## src/slpwk_defines.svh

```systemverilog
// constants for the always-on sleep and wake-up control block
// assumes inclusion by bare name from every design file that needs them
`ifndef SLPWK_DEFINES_SVH
`define SLPWK_DEFINES_SVH

// oscillator indices, equal to the counter clock select codes
`define SLPWK_OSC_XT32K     0
`define SLPWK_OSC_IRC128K   1
`define SLPWK_OSC_IRC16M    2
`define SLPWK_OSC_XOSC      3

// prescaler divisors per source
`define SLPWK_DIV_32K       10'h020
`define SLPWK_DIV_128K      10'h080
`define SLPWK_DIV_16M       10'h200
`define SLPWK_DIV_NONE      10'h001

// counter field compared against the match value
`define SLPWK_MATCH_LSB     10
`define SLPWK_MATCH_MSB     21

// system clock select code of the 16 MHz internal oscillator, also reset value
`define SLPWK_SYSCLK_IRC16M 2'h0
// wake sync clock select value for the 128 kHz oscillator
`define SLPWK_WAKE_SYNC_CLOCK_SELECT_128K    1'h1

`endif

```

## src/slpwk_pkg.sv

```systemverilog
// types shared by the sleep and wake-up control block
// assumes slpwk_defines.svh for the constants
package slpwk_pkg;

	typedef enum logic [1:0] {
		st_run,
		st_sleep,
		st_wake
	} slpwk_state_e;

	// software configuration, held on plain ports
	typedef struct packed {
		logic        counter_enable;
		logic [1:0]  counter_clock_select;
		logic        fast_div512;
		logic        counter_wake_enable;
		logic        rollover_wake_enable;
		logic [11:0] counter_match_value;
		logic        pit_enable;
		logic        pit_wake_enable;
		logic [9:0]  pit_compare;
		logic        wake_sync_clock_select;
		logic        slow_osc_sleep_keep;
		logic [31:0] pin_wake_enable;
		logic [31:0] pin_rise_select;
		logic [31:0] pin_fall_select;
	} slpwk_cfg_s;

	typedef struct packed {
		logic match;
		logic rollover;
		logic pit;
		logic pin;
	} slpwk_cause_s;

endpackage

```

## src/slpwk_pin_wake.sv

```systemverilog
// per-pin synchroniser and edge detector for the wake pins
// assumes i_sample is a one-cycle strobe of the chosen sampling oscillator
`timescale 1ns/10ps
module slpwk_pin_wake (
	input  wire logic        i_clk,
	input  wire logic        i_reset_n,
	input  wire logic [31:0] i_pins,
	input  wire logic        i_sample,
	input  wire logic [31:0] i_enable,
	input  wire logic [31:0] i_rise,
	input  wire logic [31:0] i_fall,
	output logic      [31:0] o_wake
);

	logic [31:0] sync1_q;
	logic [31:0] sync2_q;
	logic [31:0] prev_q;
	logic [31:0] armed_q;

	genvar g;
	generate
		for (g = 0; g < 32; g++) begin : g_pin
			// two flops against metastability, only the second flop reads the first
			always_ff @(posedge i_clk) begin
				if (!i_reset_n) begin
					sync1_q[g] <= 1'b0;
					sync2_q[g] <= 1'b0;
				end else begin
					sync1_q[g] <= i_pins[g];
					sync2_q[g] <= sync1_q[g];
				end
			end

			// edge seen only at a sampling strobe, so latency is one sample period
			always_ff @(posedge i_clk) begin
				if (!i_reset_n) begin
					prev_q[g]  <= 1'b0;
					armed_q[g] <= 1'b0;
					o_wake[g]  <= 1'b0;
				end else begin
					o_wake[g] <= 1'b0;
					if (i_sample) begin
						prev_q[g]  <= sync2_q[g];
						armed_q[g] <= 1'b1;
						// first sample only arms, so a high pin gives no false rise
						o_wake[g] <= armed_q[g] & i_enable[g] &
							((i_rise[g] & sync2_q[g] & ~prev_q[g]) |
							 (i_fall[g] & ~sync2_q[g] & prev_q[g]));
					end
				end
			end
		end
	endgenerate

endmodule

```

## src/slpwk_ctrl.sv

```systemverilog
// always-on sleep entry and wake-up controller: wake timer, periodic timer,
// pin wake, halt handshakes and clock selection around sleep
// assumes one 40 MHz clock; oscillator lines arrive unsynchronised as levels
`include "slpwk_defines.svh"
`timescale 1ns/10ps
module slpwk_ctrl (
	input  wire logic                   i_clk,
	input  wire logic                   i_reset_n,
	input  wire logic [3:0]             i_osc,
	input  wire slpwk_pkg::slpwk_cfg_s  i_cfg,
	input  wire logic [31:0]            i_pins,
	input  wire logic                   i_sleep_req,
	input  wire logic [1:0]             i_core_active,
	input  wire logic [1:0]             i_core_wait,
	input  wire logic                   i_sysclk_load,
	input  wire logic [1:0]             i_sysclk_sel,
	input  wire logic [31:0]            i_halt_req,
	input  wire logic [31:0]            i_periph_idle,
	input  wire slpwk_pkg::slpwk_cause_s i_cause_clear,
	output logic                        o_sleep,
	output logic                        o_wake_req,
	output logic [1:0]                  o_resume_core,
	output logic [1:0]                  o_sysclk_sel,
	output logic                        o_irc16m_en,
	output logic                        o_prev_clk_keep,
	output logic                        o_irc128k_en,
	output logic [31:0]                 o_halt_req,
	output logic [31:0]                 o_halt_ack,
	output slpwk_pkg::slpwk_cause_s     o_cause,
	output logic [31:0]                 o_counter
);

	slpwk_pkg::slpwk_state_e state_q;
	slpwk_pkg::slpwk_state_e state_d;
	slpwk_pkg::slpwk_cfg_s   cfg_q;

	logic [3:0]  osc_s1_q;
	logic [3:0]  osc_s2_q;
	logic [3:0]  osc_s3_q;
	logic [3:0]  osc_edge;
	logic        src_edge;
	logic [9:0]  div_m1;
	logic [9:0]  pre_q;
	logic        ms_tick;
	logic [31:0] cnt_q;
	logic [31:0] cnt_nxt;
	logic [9:0]  pit_q;
	logic        ev_match_q;
	logic        ev_roll_q;
	logic        ev_pit_q;
	logic [31:0] pin_wake;
	logic        sample;
	logic        wake_any;
	logic        enter;
	logic [1:0]  waited_q;
	slpwk_pkg::slpwk_cause_s cause_set;

	// oscillator lines: two flops, then a third for edge detection
	genvar g;
	generate
		for (g = 0; g < 4; g++) begin : g_osc
			always_ff @(posedge i_clk) begin
				if (!i_reset_n) begin
					osc_s1_q[g] <= 1'b0;
					osc_s2_q[g] <= 1'b0;
					osc_s3_q[g] <= 1'b0;
				end else begin
					osc_s1_q[g] <= i_osc[g];
					osc_s2_q[g] <= osc_s1_q[g];
					osc_s3_q[g] <= osc_s2_q[g];
				end
			end
			assign osc_edge[g] = osc_s2_q[g] & ~osc_s3_q[g];
		end
	endgenerate

	// counter source mux and prescaler per source; the 16 MHz source divides by 512 only with fast_div512, else by 1
	assign src_edge = osc_edge[cfg_q.counter_clock_select];
	always_comb begin
		div_m1 = `SLPWK_DIV_NONE - 10'h001;
		unique case (cfg_q.counter_clock_select)
			2'h0: div_m1 = `SLPWK_DIV_32K - 10'h001;
			2'h1: div_m1 = `SLPWK_DIV_128K - 10'h001;
			2'h2: div_m1 = cfg_q.fast_div512 ? `SLPWK_DIV_16M - 10'h001 : 10'h000;
			2'h3: div_m1 = `SLPWK_DIV_NONE - 10'h001;
		endcase
	end
	assign ms_tick = cfg_q.counter_enable & src_edge & (pre_q == div_m1);

	// prescaler count, cleared while the counter is off
	always_ff @(posedge i_clk) begin
		if (!i_reset_n || !cfg_q.counter_enable) begin
			pre_q <= 10'h000;
		end else if (ms_tick) begin
			pre_q <= 10'h000;
		end else if (src_edge) begin
			pre_q <= pre_q + 10'h001;
		end
	end

	// free-running wake counter; holds its value while disabled
	assign cnt_nxt = cnt_q + 32'h00000001;
	always_ff @(posedge i_clk) begin
		if (!i_reset_n) begin
			cnt_q <= 32'h00000000;
		end else if (ms_tick) begin
			cnt_q <= cnt_nxt;
		end
	end

	// match and rollover events, one cycle each, aligned with the count
	always_ff @(posedge i_clk) begin
		if (!i_reset_n) begin
			ev_match_q <= 1'b0;
			ev_roll_q  <= 1'b0;
		end else begin
			// 12-bit match on bits 10..21 gives roughly one-second steps with the 32 kHz and 128 kHz sources
			ev_match_q <= ms_tick &
				(cnt_nxt[`SLPWK_MATCH_MSB:`SLPWK_MATCH_LSB] == cfg_q.counter_match_value) &
				(cnt_nxt[`SLPWK_MATCH_LSB-1:0] == 10'h000);
			ev_roll_q <= ms_tick & (cnt_q == 32'hffffffff);
		end
	end

	// periodic timer: compare+1 ticks per event, only with the counter enabled
	always_ff @(posedge i_clk) begin
		if (!i_reset_n || !(cfg_q.counter_enable && cfg_q.pit_enable)) begin
			pit_q    <= 10'h000;
			ev_pit_q <= 1'b0;
		end else begin
			ev_pit_q <= 1'b0;
			if (ms_tick) begin
				if (pit_q == cfg_q.pit_compare) begin
					pit_q    <= 10'h000;
					ev_pit_q <= 1'b1;
				end else begin
					pit_q <= pit_q + 10'h001;
				end
			end
		end
	end

	// pin sampling clock: 16 MHz or 128 kHz oscillator strobe
	assign sample = (cfg_q.wake_sync_clock_select == `SLPWK_WAKE_SYNC_CLOCK_SELECT_128K) ?
		osc_edge[`SLPWK_OSC_IRC128K] : osc_edge[`SLPWK_OSC_IRC16M];

	slpwk_pin_wake u_pin_wake (
		.i_clk     (i_clk),
		.i_reset_n (i_reset_n),
		.i_pins    (i_pins),
		.i_sample  (sample),
		.i_enable  (cfg_q.pin_wake_enable),
		.i_rise    (cfg_q.pin_rise_select),
		.i_fall    (cfg_q.pin_fall_select),
		.o_wake    (pin_wake)
	);

	// each source gated by its own enable; nothing enabled means no wake
	assign cause_set.match    = ev_match_q & cfg_q.counter_wake_enable;
	assign cause_set.rollover = ev_roll_q & cfg_q.rollover_wake_enable;
	assign cause_set.pit      = ev_pit_q & cfg_q.pit_wake_enable;
	assign cause_set.pin      = |pin_wake;
	assign wake_any = |cause_set;

	// configuration follows the ports in run and is frozen during sleep
	always_ff @(posedge i_clk) begin
		if (!i_reset_n) begin
			cfg_q <= '0;
		end else if (state_q == slpwk_pkg::st_run) begin
			cfg_q <= i_cfg;
		end
	end

	// sleep entry needs the sleep bit and every active core in wait
	assign enter = i_sleep_req & (i_core_active != 2'h0) &
		((i_core_wait & i_core_active) == i_core_active);

	// low-power state machine
	always_comb begin
		state_d = state_q;
		unique case (state_q)
			slpwk_pkg::st_run:   if (enter) state_d = slpwk_pkg::st_sleep;
			slpwk_pkg::st_sleep: if (wake_any) state_d = slpwk_pkg::st_wake;
			slpwk_pkg::st_wake:  state_d = slpwk_pkg::st_run;
		endcase
	end

	always_ff @(posedge i_clk) begin
		if (!i_reset_n) begin
			state_q <= slpwk_pkg::st_run;
			o_sleep <= 1'b0;
		end else begin
			state_q <= state_d;
			o_sleep <= (state_d == slpwk_pkg::st_sleep);
		end
	end

	// remember which cores waited; they resume at their recovery vectors
	always_ff @(posedge i_clk) begin
		if (!i_reset_n) begin
			waited_q      <= 2'h0;
			o_resume_core <= 2'h0;
			o_wake_req    <= 1'b0;
		end else begin
			if (state_q == slpwk_pkg::st_run && enter) begin
				waited_q <= i_core_wait & i_core_active;
			end
			o_wake_req    <= (state_q == slpwk_pkg::st_sleep) & wake_any;
			o_resume_core <= (state_q == slpwk_pkg::st_wake) ? waited_q : 2'h0;
		end
	end

	// wake cause flags; a new event beats a clear in the same cycle
	always_ff @(posedge i_clk) begin
		if (!i_reset_n) begin
			o_cause <= '0;
		end else begin
			o_cause <= (o_cause & ~i_cause_clear) |
				((state_q == slpwk_pkg::st_sleep) ? cause_set : 4'h0);
		end
	end

	// system clock select: software loads it in run, forced to 16 MHz at entry
	always_ff @(posedge i_clk) begin
		if (!i_reset_n) begin
			o_sysclk_sel <= `SLPWK_SYSCLK_IRC16M;
		end else if (state_q == slpwk_pkg::st_run && enter) begin
			o_sysclk_sel <= `SLPWK_SYSCLK_IRC16M;
		end else if (state_q == slpwk_pkg::st_run && i_sysclk_load) begin
			o_sysclk_sel <= i_sysclk_sel;
		end
	end

	// oscillator enables; the old source stays on, costing power, by design
	always_ff @(posedge i_clk) begin
		if (!i_reset_n) begin
			o_irc16m_en     <= 1'b1;
			o_prev_clk_keep <= 1'b0;
			o_irc128k_en    <= 1'b1;
		end else begin
			if (state_q == slpwk_pkg::st_run && enter) begin
				o_prev_clk_keep <= (o_sysclk_sel != `SLPWK_SYSCLK_IRC16M);
			end else if (state_d == slpwk_pkg::st_run) begin
				o_prev_clk_keep <= 1'b0;
			end
			o_irc16m_en <= (state_d != slpwk_pkg::st_run) |
				(o_sysclk_sel == `SLPWK_SYSCLK_IRC16M) |
				(cfg_q.counter_clock_select == 2'h2);
			o_irc128k_en <= (state_d == slpwk_pkg::st_run) | cfg_q.slow_osc_sleep_keep |
				(cfg_q.wake_sync_clock_select == `SLPWK_WAKE_SYNC_CLOCK_SELECT_128K);
		end
	end

	// halt handshakes: ack once the peripheral reports its task done
	always_ff @(posedge i_clk) begin
		if (!i_reset_n) begin
			o_halt_req <= 32'h00000000;
			o_halt_ack <= 32'h00000000;
		end else begin
			o_halt_req <= i_halt_req;
			o_halt_ack <= o_halt_req & i_halt_req & (o_halt_ack | i_periph_idle);
		end
	end

	always_ff @(posedge i_clk) begin
		if (!i_reset_n) begin
			o_counter <= 32'h00000000;
		end else begin
			o_counter <= cnt_q;
		end
	end
endmodule

```

## config.mk

```make
export PLATFORM = sky130hd
export DESIGN_NAME = slpwk_ctrl
export DESIGN_NICKNAME = d
export VERILOG_FILES = /design/src/slpwk_pkg.sv /design/src/slpwk_pin_wake.sv /design/src/slpwk_ctrl.sv
export VERILOG_INCLUDE_DIRS = /design/src
export SDC_FILE = /design/constraint.sdc
export NUM_CORES = 1
export LEC_CHECK = 0
export BUFFER_PORTS_ARGS = -buffer_cell sky130_fd_sc_hd__buf_2
export CAP_MARGIN = 10
export CORE_ASPECT_RATIO = 0.7
export CORE_MARGIN = 4
export CORE_UTILIZATION = 45
export DETAILED_ROUTE_END_ITERATION = 10
export PLACE_DENSITY_LB_ADDON = 0.12
export SETUP_SLACK_MARGIN = 0.15
export SYNTH_ARGS = -nofsm -noshare
export SYNTH_HDL_FRONTEND = slang
export SYNTH_SLANG_ARGS = --single-unit
```

## constraint.sdc

```tcl
create_clock -name i_clk -period 2.8 [get_ports i_clk]
set_input_delay 0.14 -clock i_clk [delete_from_list [all_inputs] [get_ports i_clk]]
set_output_delay 0.14 -clock i_clk [all_outputs]
set_load 0.02 [all_outputs]
```

; ---- Word-level counts from Yosys, hierarchy flattened
; Cells that the tools add are included.
[totals]
register_bits = 437
n_memories = 0
word_cells = 549
romBits = 0
latch_bits = 0
ramBits = 0
output_inout_bits = 109
input_bits = 242
[classes]
mux = 13
n_reduce_logical = 24
n_bitwise = 320
mul = 0
div = 0
n_eq_ne = 11
shift = 0
n_lt_le_gt_ge = 1
addsub = 3
[op_table]
columns = cell, n
row1 = $and A1 B1 Y1, 207
row2 = $not A1 Y1, 70
row3 = $and A32 B32 Y32, 2
row4 = $pmux W10 S4, 1
row5 = $or A1 B1 Y1, 36
row6 = $reduce_or A35 Y1, 1
row7 = $add A32 B1 Y32 const B, 1
row8 = $eq A32 B32 Y1 const B, 1
row9 = $or A32 B32 Y32, 1
row10 = $reduce_or A32 Y1, 1
row11 = $add A10 B1 Y10 const B, 2
row12 = $eq A10 B10 Y1, 2
row13 = $eq A12 B12 Y1, 1
row14 = $logic_not A10 Y1, 1
row15 = $mux W10, 1
row16 = $mux W9, 1
row17 = $logic_not A2 Y1, 4
row18 = $reduce_bool A2 Y1, 4
row19 = $eq A2 B1 Y1 const B, 3
row20 = $eq A2 B2 Y1 const B, 3
row21 = $pmux W2 S3, 1
row22 = $reduce_or A2 Y1, 3
row23 = $mux W1, 5
row24 = $and A4 B4 Y4, 1
row25 = 12 further kinds, 19

; ---- Depth between registers and ports, before layout
[depth]
depth_word = 8
depth_mapped = 9

; ---- Modules after synthesis
; From an unflattened synthesis, not the netlist that was laid out.
[hier_totals]
cells_unflattened = 1553
hier_area_um2 = 16354.4
[modules_own_cells]
columns = mod, cells_per_inst, area_each_um2, n_inst
row1 = slpwk_ctrl, 1142, 11521.0, 1
row2 = slpwk_pin_wake, 411, 4833.4, 1

; ---- Worst setup path before layout
; No wires, ideal clock.
[synth_timing]
path_type = reg2reg
startpoint = reg pre_q[4]
endpoint = reg cnt_q[28]
stages_incl_launch_ff = 8
t_required_ps = 2730
setup_ps = 70
slack_ps = 346
path_buffers = 2
t_arrival_ps = 2384
cell_sequence = dfxtp_1 clkbuf_1 a32oi_1 or4_4 or4_4 buf_6 or3_1 a21oi_1
[synth_via]
elab_chain_cells = 2
[synth_lines]
columns = element, line_no
row1 = from (decl), slpwk_ctrl.sv:43  ; logic [9:0] pre_q;
row2 = from (signal assigned), slpwk_ctrl.sv:97  ; pre_q <= pre_q + 10'h001;
row3 = $eq A10 B10 Y1, slpwk_ctrl.sv:88  ; assign ms_tick = cfg_q.counter_enable & src_edge & (pre_q == div_m1);
row4 = $and A1 B1 Y1, slpwk_ctrl.sv:88
row5 = to (signal assigned), slpwk_ctrl.sv:107  ; cnt_q <= cnt_nxt;
row6 = to (decl), slpwk_ctrl.sv:45  ; logic [31:0] cnt_q;
; No other way between the ends.
; A chain may end at the register's enable or synchronous reset.

; ---- Worst setup path after layout
[layout_timing]
startpoint = reg pre_q[3]
endpoint = reg cnt_q[26]
; The elaborated chain is that of the path after synthesis.

==> key figures <==
Hold path
  • Min-Delay Path Class: input pin to register
  • Hold Crit Depth: 5

Timing
  • Setup clock skew after layout: 0.0217 ns
  • Worst Tran Pin Value: 0.963 ns
  • Unrepaired setup endpoints after global routing: yes
  • Time the final worst path needs with I/O delays and setup: 2.67 ns
  • Smallest hold slack: 0.0293 ns
  • Final-report max-slew violation count: 0
  • Max Freq: 375 MHz
  • Final setup violation count: 0
  • Hold violation total from the final report: 0
  • Worst Setup Slack, final: 0.131 ns
  • Max-Slew Margin vs Limit: 0.358
  • Total Neg Setup Slack: 0 ns
  • Fin crit share: 0.953

Run status
  • Result of the run: finished clean

Layout
  • Area growth from synthesis to final layout: 39.1%
  • Final instance area: 22000 µm²
  • Fin cells: 2687
  • Fill cells: 2825
  • Post-route core utilization: 0.633
  • Layout cell share with drive strength beyond 1: 0.216
  • Final net count: 2435

Routing
  • Routed wirelength normalized by instance count: 16.5 µm
  • Vias per std cell: 4.98
  • Initial detailed-routing violation count: 759
  • Aggregate routed wire length: 44.4 mm
  • Final routed DRC violation total: 0
  • Final ANT Viol Nets: 0
  • Count of TritonRoute iterations in the first routing pass: 7
  • Vias post-DR: 13385

Critical path
  • Most used cell along the critical path: sky130_fd_sc_hd__or4_4
  • Ordered cell list for the critical path: nor4_4 -> a32oi_2 -> or4_4 -> or4_4 -> or4_4 -> a21oi_2
  • CP Launch Type: register
  • Worst-path cell with the longest stage delay: sky130_fd_sc_hd__or4_4
  • Arrival time at the worst endpoint: 3.14 ns
  • Largest fanout on the critical path: 8
  • R2R Setup Slk: 0.13 ns
  • Type of destination of the critical path: register
  • Highest cell delay on the worst timing path: 0.63 ns
  • Worst Reg2Reg Path Length in Cells: 6
  • Required time worst endpoint: 3.27 ns
  • CP Depth: 6
  • Critical path's top delay family: simple AND/OR/NAND/NOR gates
  • Classification of the worst setup path: register to register
  • Worst path buffer plus inverter count: 0

Synthesis
  • Basic-gate share of the synthesized area counting and, or, nand and nor cells: 0.222
  • Commonest register cell after synthesis: sky130_fd_sc_hd__dfxtp_1
  • Synth area leaders: sky130_fd_sc_hd__dfxtp_1 (55%), sky130_fd_sc_hd__mux2i_1 (8.2%), sky130_fd_sc_hd__and2_1 (5.4%)
  • Number of nets in the synthesized netlist: 1851
  • Count of mapped cells out of synthesis: 1603
  • Portion of synthesized cell area occupied by the leading cell type: 0.554
  • Library cells used by synthesis: 62
  • Sequential fraction of the synthesis area: 0.554
  • Flop and latch count out of synthesis: 437
  • EDFF count, synth: 0
  • Synth top cells by count: sky130_fd_sc_hd__dfxtp_1 (437), sky130_fd_sc_hd__nor2_1 (182), sky130_fd_sc_hd__and2_1 (137)
  • Count of synthesis-stage warnings from yosys: 0
  • Dominant combinational cell family by area after synthesis: simple AND/OR/NAND/NOR gates
  • Most frequently used cell type in the post-synthesis netlist: sky130_fd_sc_hd__dfxtp_1
  • Area share of fa/ha/maj cells after synthesis: 0.00476
  • Share of synthesized area spent on multiplexers: 0.0881
  • Most area-hungry cell type in the Yosys netlist: sky130_fd_sc_hd__dfxtp_1
  • Synthesized-area fraction occupied by xor and xnor cells: 0.0200
  • Mean instance size in the synthesized netlist: 9.85 µm²
  • Synthesized-area fraction occupied by ao, oa, aoi and oai cells: 0.0850
  • Post-synthesis cell area: 15800 µm²
  • Ys async rst share: 0

Placement
  • Placed instance area: 18100 µm²
  • Pre-CTS setup slack: 0.0925 ns
  • Post-placement cell count: 2366
  • Final weighted congestion of routability-driven global placement: 0.901
  • Input/output buffers: 350
  • Dpl hpwl: 28.6 mm

Clock network
  • H-tree levels: 2
  • Inserted Clock Buffers: 42
  • Reg clk slew, reported paths: 0.06 ns
  • Clock root buffer master: sky130_fd_sc_hd__clkbuf_16
  • Clock network latency to the later pin of the worst-skew pair: 0.55 ns
  • Clock tree from TritonCTS: done
  • Sink count of the clock tree: 437
  • Maximum count of clock buffers along a single path: 3

Run
  • Max capacitance violation total: 0

Global routing
  • Initial antenna violation count: 3
  • Grt total ovfl: 0
  • Number of global-route vias before repair: 13239
  • Largest net degree at the start of global routing: 117
  • Overall Global Routing Usage: 0.224
  • Wire length of the first global-routing pass: 69.4 mm

Floorplanning
  • I/O pin count: 351
  • X dimension of the die: 232 µm
  • Row count: 57
  • Core outline area: 34700 µm²
  • Die span in y: 165 µm
  • Die area: 38200 µm²
  • Initial core utilization: 0.455

Pwr
  • Worst IR Drop VDD: 0.000492 V
  • Power Dens Cells: 604 nW/µm²
  • Total leakage power: 10.2 nW
  • Post-route total power: 13.2 mW
==> cells in the final DEF, fill, tap and decap left out, types with 4 or more instances in the layout <==
master	instances
sky130_fd_sc_hd__or3_1	19
sky130_fd_sc_hd__and3_1	42
sky130_fd_sc_hd__nand4_1	19
sky130_fd_sc_hd__nand3b_1	37
sky130_fd_sc_hd__nand2_1	126
sky130_fd_sc_hd__inv_1	16
sky130_fd_sc_hd__clkbuf_8	5
sky130_fd_sc_hd__mux2i_1	130
sky130_fd_sc_hd__dfxtp_2	7
sky130_fd_sc_hd__mux2_2	6
sky130_fd_sc_hd__clkbuf_1	8
sky130_fd_sc_hd__and2_1	137
sky130_fd_sc_hd__or3_4	4
sky130_fd_sc_hd__a21oi_1	71
sky130_fd_sc_hd__ha_1	5
sky130_fd_sc_hd__nor2_1	182
sky130_fd_sc_hd__or4_4	4
sky130_fd_sc_hd__o211a_1	32
sky130_fd_sc_hd__nor2b_1	8
sky130_fd_sc_hd__nand2b_1	11
sky130_fd_sc_hd__or4_1	14
sky130_fd_sc_hd__nand3_1	35
sky130_fd_sc_hd__dfxtp_1	427
sky130_fd_sc_hd__clkinv_2	11
sky130_fd_sc_hd__o21ai_0	61
sky130_fd_sc_hd__o31ai_1	7
sky130_fd_sc_hd__buf_2	349
sky130_fd_sc_hd__xnor2_1	26
sky130_fd_sc_hd__o211ai_1	4
sky130_fd_sc_hd__dlygate4sd3_1	245
sky130_fd_sc_hd__buf_4	26
sky130_fd_sc_hd__nor3_1	7
sky130_fd_sc_hd__xor2_1	10
sky130_fd_sc_hd__clkbuf_16	45
sky130_fd_sc_hd__nor4_1	17
sky130_fd_sc_hd__o41ai_1	4
==> routing by layer <==
metal | track usage | part of all wire | wire, µm
met1 | 0.304 | 0.46 | 20500
met2 | 0.369 | 0.46 | 20500
met3 | 0.0450 | 0.058 | 2580
met4 | 0.0565 | 0.019 | 855
met5 | 0 | 0.00016 | 7
==> flip-flops by register name (all words and copies together) (netlist names), 4 cells and up <==
signal and flops:
cfg_q 128, o_halt_ack 32, o_cause 4, osc_s2_q 4, osc_s1_q 4, pit_q 10
u_pin_wake.sync1_q 32, u_pin_wake.o_wake 32, u_pin_wake.sync2_q 32, pre_q 10, osc_s3_q 4, cnt_q 32
o_halt_req 32, o_counter 32, u_pin_wake.prev_q 32
==> worst reg2reg max path, cell delays in order (launching register included) <==
cell                      delay (ns)
sky130_fd_sc_hd__dfxtp_4        0.36
sky130_fd_sc_hd__nor4_4         0.28
sky130_fd_sc_hd__a32oi_2        0.09
sky130_fd_sc_hd__or4_4          0.57
sky130_fd_sc_hd__or4_4          0.63
sky130_fd_sc_hd__or4_4          0.52
sky130_fd_sc_hd__a21oi_2        0.14
==> timing repair <==
| item | CTS | global route |
|---|---|---|
| endpoints found under the hold margin | 237 | 0 |
| hold buffers | 245 | 0 |
| cloned | 0 | 0 |
| resized for setup | 1 | 27 |
| setup endpoints to repair | 3 | 15 |
| buffers inserted | 2 | 2 |
| pin swaps | 2 | 10 |
==> report_power, final <==
part	total (mW)	switching, mW	internal [mW]
combinational	1.18	0.541	0.637
clock	5.49	2.34	3.14
sequential	6.58	0.132	6.45
==> kinds of logic (layout without fill, tap and decap cells) <==
kind of cell,Yosys count,after routing
adder cells (fa/ha/maj),6,6
AO/OA/AOI/OAI,210,210
other,0,1
multiplexers,137,137
flip-flops,437,437
XOR/XNOR,36,36
AND/OR/NAND/NOR,675,675
buffers and inverters,102,713
==> final timing paths <==
check	start	endpoint
setup / recovery	pre_q[3]	cnt_q[26]
hold / removal	i_core_wait[1]	waited_q[1]
setup reg to reg	pre_q[3]	cnt_q[26]
hold reg to reg	u_pin_wake.sync1_q[7]	u_pin_wake.sync2_q[7]
==> area by class of cell <==
cell class	instances	area, µm²	area share
multi-input combinational	1064	6720	0.306
inverter	17	68.8	0.00313
clock inverter	13	96.3	0.00439
sequential	437	8770	0.399
antenna	1	2.50	0.000114
clock buffer	58	1220	0.0558
tap	472	591	0.0269
timing repair buffer	625	4480	0.204
Note: power is estimated with default switching activity, not from simulation.
